==> config.mk <==
export PLATFORM = sky130hd
export DESIGN_NAME = socf_cfg
export DESIGN_NICKNAME = d
export VERILOG_FILES = /design/src/verilog/socf_pkg.sv /design/src/verilog/socf_cfg.sv
export SDC_FILE = /design/constraint.sdc
export NUM_CORES = 1
export LEC_CHECK = 0
export BUFFER_PORTS_ARGS = -buffer_cell sky130_fd_sc_hd__buf_2
export CAP_MARGIN = 25
export CELL_PAD_IN_SITES_DETAIL_PLACEMENT = 1
export CELL_PAD_IN_SITES_GLOBAL_PLACEMENT = 1
export CORE_MARGIN = 5
export CORE_UTILIZATION = 30
export CTS_CLUSTER_SIZE = 40
export DETAILED_ROUTE_END_ITERATION = 8
export GPL_TIMING_DRIVEN = 0
export HOLD_SLACK_MARGIN = 0.1
export PLACE_DENSITY = 0.84
export SYNTH_ARGS = -nofsm -noshare
export SYNTH_HDL_FRONTEND = slang
export SYNTH_SLANG_ARGS = --single-unit
==> constraint.sdc <==
create_clock -name ref_clk -period 8.2 [get_ports ref_clk]
set_input_delay 0.82 -clock ref_clk [delete_from_list [all_inputs] [get_ports ref_clk]]
set_output_delay 0.82 -clock ref_clk [all_outputs]
set_load 0.02 [all_outputs]
==> src/verilog/socf_pkg.sv <==
package socf_pkg;
  // ---------------------------------------------------------------
  // register map (printed offsets are word indices)
  // ---------------------------------------------------------------
  localparam logic [7:0] SLEW_IDX = 8'h07;
  localparam logic [7:0] MODE_IDX = 8'h1C;
  localparam logic [7:0] QTRIM_IDX = 8'h1D;
  localparam logic [7:0] QSET_IDX = 8'h1E;
  localparam logic [11:0] ADDR_MASK = 12'hFFC;
  localparam logic [11:0] SLEW_ADDR = {2'h0, SLEW_IDX, 2'h0};
  localparam logic [11:0] MODE_ADDR = {2'h0, MODE_IDX, 2'h0};
  localparam logic [11:0] QTRIM_ADDR = {2'h0, QTRIM_IDX, 2'h0};
  localparam logic [11:0] QSET_ADDR = {2'h0, QSET_IDX, 2'h0};
  // ---------------------------------------------------------------
  // field positions and widths
  // ---------------------------------------------------------------
  localparam int SLEW_LSB = 18;
  localparam int SLEW_W = 3;
  localparam int OVLO_BIT = 10;
  localparam int PROTO_BIT = 3;
  localparam int QTRIM_W = 12;
  localparam int SIG_W = 13;
  // ---------------------------------------------------------------
  // reset values and encodings
  // ---------------------------------------------------------------
  localparam logic [2:0] SLEW_RST = 3'h0;
  localparam logic PROTO_RST = 1'b0;
  localparam logic OVLO_RST = 1'b0;
  localparam logic [11:0] QTRIM_RST = 12'h7FF;
  localparam logic PROTO_SENT = 1'b0;
  localparam logic PROTO_PWM = 1'b1;
  localparam logic OVLO_HIGH = 1'b0;  // about 19.3 V
  localparam logic OVLO_LOW = 1'b1;   // about 6.5 V
  localparam logic [12:0] SIG_MAX = 13'h07FF;
  localparam logic [12:0] SIG_MIN = 13'h1800;
  typedef enum logic {SOCF_SENT, SOCF_PWM} socf_proto_t;
endpackage : socf_pkg
==> src/verilog/socf_cfg.sv <==
// Design decision made here: register access over APB.
`timescale 1ns/1ps
// Summary of operation
// - protocol bit 0 selects SENT, 1 PWM
// - quiescent trim is 12-bit two's complement
// - 7FF near +50% FS, 800 is -50%
// - factory quiescent used until trim set
// - trim added to output as baseline
// - 3-bit slew code, 000 fastest default
// - threshold bit 0 is 19.3V, 1 6.5V
module socf_cfg
  import socf_pkg::*;
(
  input wire logic ref_clk,
  input wire logic rst,
  input wire logic psel,
  input wire logic penable,
  input wire logic pwrite,
  input wire logic [11:0] paddr,
  input wire logic [31:0] pwdata,
  output logic [31:0] prdata,
  output logic pready,
  output logic pslverr,
  input wire logic [11:0] factory_quiescent,
  input wire logic [11:0] field_response,
  input wire logic field_valid,
  output logic [11:0] output_level,
  output logic output_valid,
  output logic output_protocol_select,
  output logic [2:0] output_slew_select,
  output logic overvoltage_threshold_select
);
  // ---------------------------------------------------------------
  // bus decode
  // ---------------------------------------------------------------
  // registers are aligned words, so the low two address bits and the
  // byte lanes play no part in the decode
  logic [11:0] word_addr;
  logic hit_slew;
  logic hit_mode;
  logic hit_qtrim;
  logic hit_qset;
  logic mapped;
  // first access cycle of a transfer, while pready is still low
  logic access;
  logic wr_go;
  logic rd_go;
  // configuration state kept beside the output pins
  logic [11:0] trim;
  logic trim_set;
  socf_proto_t proto;
  // read words, each zero outside its own fields
  logic [31:0] rd_slew_word;
  logic [31:0] rd_mode_word;
  logic [31:0] rd_trim_word;
  logic [31:0] rd_set_word;
  logic [31:0] next_prdata;
  // quiescent datapath
  logic [11:0] base;
  logic [12:0] resp_ext;
  logic [12:0] base_ext;
  logic [12:0] sum;
  logic over_pos;
  logic over_neg;
  logic [11:0] sat;

  // word compare against the map
  assign word_addr = paddr & ADDR_MASK;
  assign hit_slew = (word_addr == SLEW_ADDR);
  assign hit_mode = (word_addr == MODE_ADDR);
  assign hit_qtrim = (word_addr == QTRIM_ADDR);
  assign hit_qset = (word_addr == QSET_ADDR);
  assign mapped = hit_slew | hit_mode | hit_qtrim | hit_qset;

  // single wait state: the write lands and read data loads on the edge
  // that ends the first access cycle; the master keeps the request up
  // one more cycle while pready stands, which changes nothing
  assign access = psel & penable & ~pready;
  assign wr_go = access & pwrite;
  assign rd_go = access & ~pwrite;

  // ready pulse, one cycle per access; masking with ~pready keeps a
  // held request from being taken twice
  always_ff @(posedge ref_clk) begin
    if (rst) begin
      pready <= 1'b0;
    end else begin
      pready <= access;
    end
  end

  // error pulse rides with ready when no register answers the word
  always_ff @(posedge ref_clk) begin
    if (rst) begin
      pslverr <= 1'b0;
    end else begin
      pslverr <= access & ~mapped;
    end
  end

  // ---------------------------------------------------------------
  // configuration registers
  // ---------------------------------------------------------------
  // gate ramp code for the output driver; 000 gives the fastest edge
  always_ff @(posedge ref_clk) begin
    if (rst) begin
      output_slew_select <= SLEW_RST;
    end else if (wr_go && hit_slew) begin
      output_slew_select <= pwdata[SLEW_LSB +: SLEW_W];
    end
  end

  // normal output protocol; the enum copy feeds read back while the
  // pin copy leaves straight from its own flip-flop
  always_ff @(posedge ref_clk) begin
    if (rst) begin
      proto <= SOCF_SENT;
      output_protocol_select <= PROTO_RST;
    end else if (wr_go && hit_mode) begin
      proto <= pwdata[PROTO_BIT] ? SOCF_PWM : SOCF_SENT;
      output_protocol_select <= pwdata[PROTO_BIT];
    end
  end

  // lockout threshold shares the word with the protocol bit, so a write
  // to that word always sets both; software must keep the other bit
  always_ff @(posedge ref_clk) begin
    if (rst) begin
      overvoltage_threshold_select <= OVLO_RST;
    end else if (wr_go && hit_mode) begin
      overvoltage_threshold_select <= pwdata[OVLO_BIT];
    end
  end

  // trim value; the datapath keeps the factory baseline until trim_set rises,
  // so its reset code reaches it only if bit 0 of the set word raises trim_set first
  always_ff @(posedge ref_clk) begin
    if (rst) begin
      trim <= QTRIM_RST;
    end else if (wr_go && hit_qtrim) begin
      trim <= pwdata[QTRIM_W-1:0];
    end
  end

  // trim_set: a trim write raises it, bit 0 of the set word writes it;
  // one word is addressed per cycle, so the two never meet
  always_ff @(posedge ref_clk) begin
    if (rst) begin
      trim_set <= 1'b0;
    end else if (wr_go && hit_qtrim) begin
      trim_set <= 1'b1;
    end else if (wr_go && hit_qset) begin
      trim_set <= pwdata[0];
    end
  end

  // ---------------------------------------------------------------
  // read data
  // ---------------------------------------------------------------
  // each word built apart, unused bits tied to zero
  always_comb begin
    rd_slew_word = 32'h0000_0000;
    rd_slew_word[SLEW_LSB +: SLEW_W] = output_slew_select;
  end

  // protocol and threshold sit in one word
  always_comb begin
    rd_mode_word = 32'h0000_0000;
    rd_mode_word[PROTO_BIT] = (proto == SOCF_PWM);
    rd_mode_word[OVLO_BIT] = overvoltage_threshold_select;
  end

  // trim reads back raw, whether or not it is in use
  always_comb begin
    rd_trim_word = 32'h0000_0000;
    rd_trim_word[QTRIM_W-1:0] = trim;
  end

  // set flag in bit 0 so software can see which baseline is live
  always_comb begin
    rd_set_word = 32'h0000_0000;
    rd_set_word[0] = trim_set;
  end

  // select by word; an unmapped word reads as zero
  always_comb begin
    next_prdata = 32'h0000_0000;
    if (hit_slew) begin
      next_prdata = rd_slew_word;
    end else if (hit_mode) begin
      next_prdata = rd_mode_word;
    end else if (hit_qtrim) begin
      next_prdata = rd_trim_word;
    end else if (hit_qset) begin
      next_prdata = rd_set_word;
    end
  end

  // read data loaded only by a read, then held until the next one
  always_ff @(posedge ref_clk) begin
    if (rst) begin
      prdata <= 32'h0000_0000;
    end else if (rd_go) begin
      prdata <= next_prdata;
    end
  end

  // ---------------------------------------------------------------
  // quiescent baseline added to the field response
  // ---------------------------------------------------------------
  // factory baseline until software has set the trim
  assign base = trim_set ? trim : factory_quiescent;

  // one extra sign bit on each operand so the sum itself cannot wrap
  assign resp_ext = {field_response[11], field_response};
  assign base_ext = {base[11], base};
  assign sum = resp_ext + base_ext;

  // overflow shows as the two top bits of the sum disagreeing
  assign over_pos = ~sum[12] & sum[11];
  assign over_neg = sum[12] & ~sum[11];

  // clamp at the range ends rather than wrap: a wrapped level would
  // jump across the whole output span for a small overshoot
  always_comb begin
    if (over_pos) begin
      sat = SIG_MAX[11:0];
    end else if (over_neg) begin
      sat = SIG_MIN[11:0];
    end else begin
      sat = sum[11:0];
    end
  end

  // qualifier delayed one cycle to match the registered level
  always_ff @(posedge ref_clk) begin
    if (rst) begin
      output_valid <= 1'b0;
    end else begin
      output_valid <= field_valid;
    end
  end

  // level holds between samples; the input line then carries no data
  always_ff @(posedge ref_clk) begin
    if (rst) begin
      output_level <= 12'h000;
    end else if (field_valid) begin
      output_level <= sat;
    end
  end

endmodule : socf_cfg

==> out/metrics.json <==
{
  "cts.htree.levels": 2,
  "post_cts_resize_count": 0,
  "layout-drive-gt1-share": 0.320,
  "stdcell_count": 530,
  "count_of_distinct_cell_types_in_the_synthesized_netlist": 50,
  "placed_cells_incl_taps": 522,
  "timing_max_transition_violations_final": 0,
  "clk_root_buffer_cell": "sky130_fd_sc_hd__clkbuf_8",
  "cp_cell_sequence": "clkbuf_1, mux2_2, ha_1, inv_2, or4_4, and4_4, or4b_1, buf_2, buf_6, o21ai_1, a311oi_1",
  "placeableCoreArea_mm2": 0.00881,
  "power_density_mw_per_mm2": 163,
  "clock_skews_ps": 3.73,
  "worst_path_dominant_cell_family": "simple AND/OR/NAND/NOR gates",
  "design_area_mm2": 0.00349,
  "ir_worst_vdd_mv": 0.0754,
  "place_hpwl_um": 7080,
  "max_cap_violations": 0,
  "power_w": 0.000568,
  "initial_utilization": 0.310,
  "final_net_count": 508,
  "critPathMaxStageDelay_ps": 540,
  "finalSetupViolations": 0,
  "fillCellCount": 1080,
  "total_number_of_yosys_warnings": 0,
  "synth_seq_area_share": 0.351,
  "synth.cell_area_mm2": 0.00273,
  "end_kind": "flip-flop",
  "avgRoutedWirePerCell_um": 16.0,
  "synth_edf_count": 0,
  "post_synth_arst_share": 0,
  "critPathMaxFanout": 10,
  "dominantRegCellSynth": "sky130_fd_sc_hd__dfxtp_1",
  "dieWidth_um": 105,
  "setup_total_negative_slack_ps": 0,
  "clock_latency_ps": 300,
  "vias_per_cell": 4.97,
  "finalCritPeriodShare": 0.460,
  "critPathLaunchType": "flip-flop",
  "worstPathBufferInverterCount": 4,
  "p_leak_nw": 1.60,
  "postSynthRegisterBits": 48,
  "grt_util_all_layers": 0.154,
  "place_congestion": 0.816,
  "dpl_cell_area_mm2": 0.00336,
  "drt.antenna.violating_nets": 0,
  "clkSinkCount": 48,
  "min_path_type": "flip-flop to flip-flop",
  "grt_setup_unrepaired": "false",
  "drc": 0,
  "insertedDiodeCount": 0,
  "syn_inst": 311,
  "tightest_slew_ps": 699,
  "post_cts.repair.setup_buffers": 0,
  "boundary_pin_count": 126,
  "via_count_of_the_first_global_routing_pass": 2843,
  "post_cts_hold_buffer_count": 0,
  "floorplan.rows": 34,
  "synth.avg_cell_area_um2": 8.79,
  "drtPass1Iterations": 4,
  "path_clk_slew_ps": 90,
  "first_iter_violations": 83,
  "post-route-min-period_ps": 3770,
  "clock_tree.buffer_depth": 2,
  "area_growth_pct": 27.5,
  "maximum_number_of_pins_on_one_net_before_global_route_repair": 16,
  "cts_made_buffers": 5,
  "totalWireLength_um": 8470,
  "cts_tree": "done",
  "die_height_um": 105,
  "number_of_cells_on_the_worst_hold_path": 2,
  "worst_path_max_delay_cell": "sky130_fd_sc_hd__or4_4",
  "final_hold_viol_count": 0,
  "worstPathArrival_ps": 3920,
  "globalRoute.totalOverflow": 0,
  "port-buffer-count": 87,
  "crit_required_ps": 8360,
  "wire_length_of_the_first_global_routing_pass_um": 14000,
  "design.die.area_mm2": 0.0111,
  "max_freq_mhz": 265,
  "outcome": "completed",
  "vias": 2636,
  "antenna_found_initial": 0,
  "timing.max_slew.rel_slack": 0.527,
  "reg2regPathDepth": 11,
  "crit_type": "flip-flop to flip-flop",
  "fin_util": 0.396,
  "critical_path_cell_count": 11
}
## layout by cell type, fill, tap and decap left out, drive strengths merged, types with 2 or more instances in the layout
cell / instances
nor4b: 2
buf: 109
nand2: 24
dfxtp: 48
nor3b: 2
o21ai: 14
a21o: 5
nor2b: 3
a311oi: 9
or3b: 2
a211oi: 3
nand2b: 4
or4: 3
mux2i: 22
nor3: 6
and3: 2
a22oi: 11
a222oi: 2
inv: 7
nor2: 40
a21oi: 11
conb: 17
ha: 12
xnor2: 7
mux2: 11
clkbuf: 18
o211ai: 2
and4: 3
nand3: 5
nand3b: 2
## layout make-up
cell class	count	area (um2)	share of cell area
multi-input combinational	238	1600	0.459
clock inverter	2	38.8	0.0111
clock buffer	6	82.6	0.0237
tap	108	135	0.0388
sequential	48	961	0.276
timing repair buffer	87	435	0.125
buffer	34	206	0.0592
inverter	7	26.3	0.00754
## routing by layer
metal,GRT usage,wire length (um)
met1,0.191,3890
met2,0.275,4130
met3,0.0312,390
met4,0.0347,70
met5,0,0
## worst min-delay path, cell delays in order (launching register included)
cell and delay (ps):
sky130_fd_sc_hd__dfxtp_1 320, sky130_fd_sc_hd__nor2_1 80, sky130_fd_sc_hd__a311oi_1 50
## flip-flops by register name (all words and copies together) (netlist names)
register                      flops
output_level                     12
output_protocol_select            1
pslverr                           1
overvoltage_threshold_select      1
output_valid                      1
pready                            1
trim                             12
output_slew_select                3
prdata                           15
trim_set                          1
## path summary, 6_finish.rpt
check | from | to | slack, ps
min | output_level[0]$_SDFFE_PP0P_ | output_level[0]$_SDFFE_PP0P_ | 490
max reg2reg | trim_set$_SDFFE_PP0P_ | output_level[10]$_SDFFE_PP0P_ | 4430
min reg2reg | output_level[0]$_SDFFE_PP0P_ | output_level[0]$_SDFFE_PP0P_ | 490
max | trim_set$_SDFFE_PP0P_ | output_level[10]$_SDFFE_PP0P_ | 4430
## cell families (layout without fill, tap and decap cells)
| kind of cell | count (synthesis) | in the layout | synth area share |
|---|---|---|---|
| AO/OA/AOI/OAI | 62 | 62 | 0.156 |
| XOR/XNOR | 8 | 8 | 0.0256 |
| adder cells (fa/ha/maj) | 14 | 14 | 0.0659 |
| buffers and inverters | 41 | 136 | 0.0851 |
| flip-flops | 48 | 48 | 0.351 |
| multiplexers | 33 | 33 | 0.126 |
| other | 1 | 17 | 0.00137 |
| AND/OR/NAND/NOR | 104 | 104 | 0.189 |
## Yosys cell counts (all sizes together) (5+ instances only)
cell type | instances | area share
nand2 | 24 | 0.033
mux2 | 11 | 0.045
a22oi | 11 | 0.030
clkbuf | 12 | 0.016
mux2i | 22 | 0.081
o21ai | 14 | 0.026
nor2 | 40 | 0.055
buf | 22 | 0.059
inv | 7 | 0.0096
a311oi | 9 | 0.029
a21oi | 11 | 0.020
dfxtp | 48 | 0.35
nor3 | 6 | 0.011
ha | 12 | 0.055
nand3 | 5 | 0.0092
xnor2 | 7 | 0.022
a21o | 5 | 0.014
## power by group
part	switching, W	total, W	internal (W)
sequential	0.00000366	0.000244	0.000240
combinational	0.0000841	0.000143	0.0000588
clock	0.0000810	0.000181	0.0000998
total	0.000169	0.000568	0.000399
## stage by stage
stage                     hold WS [ps]  worst slack (ps)
after global placement             475              4500
after CTS                          492              4420
after floorplan                    459              4850
final                              487              4430
after global routing               509              4140
after detailed placement           480              4430
No activity file was read; power rests on OpenSTA's default activity.
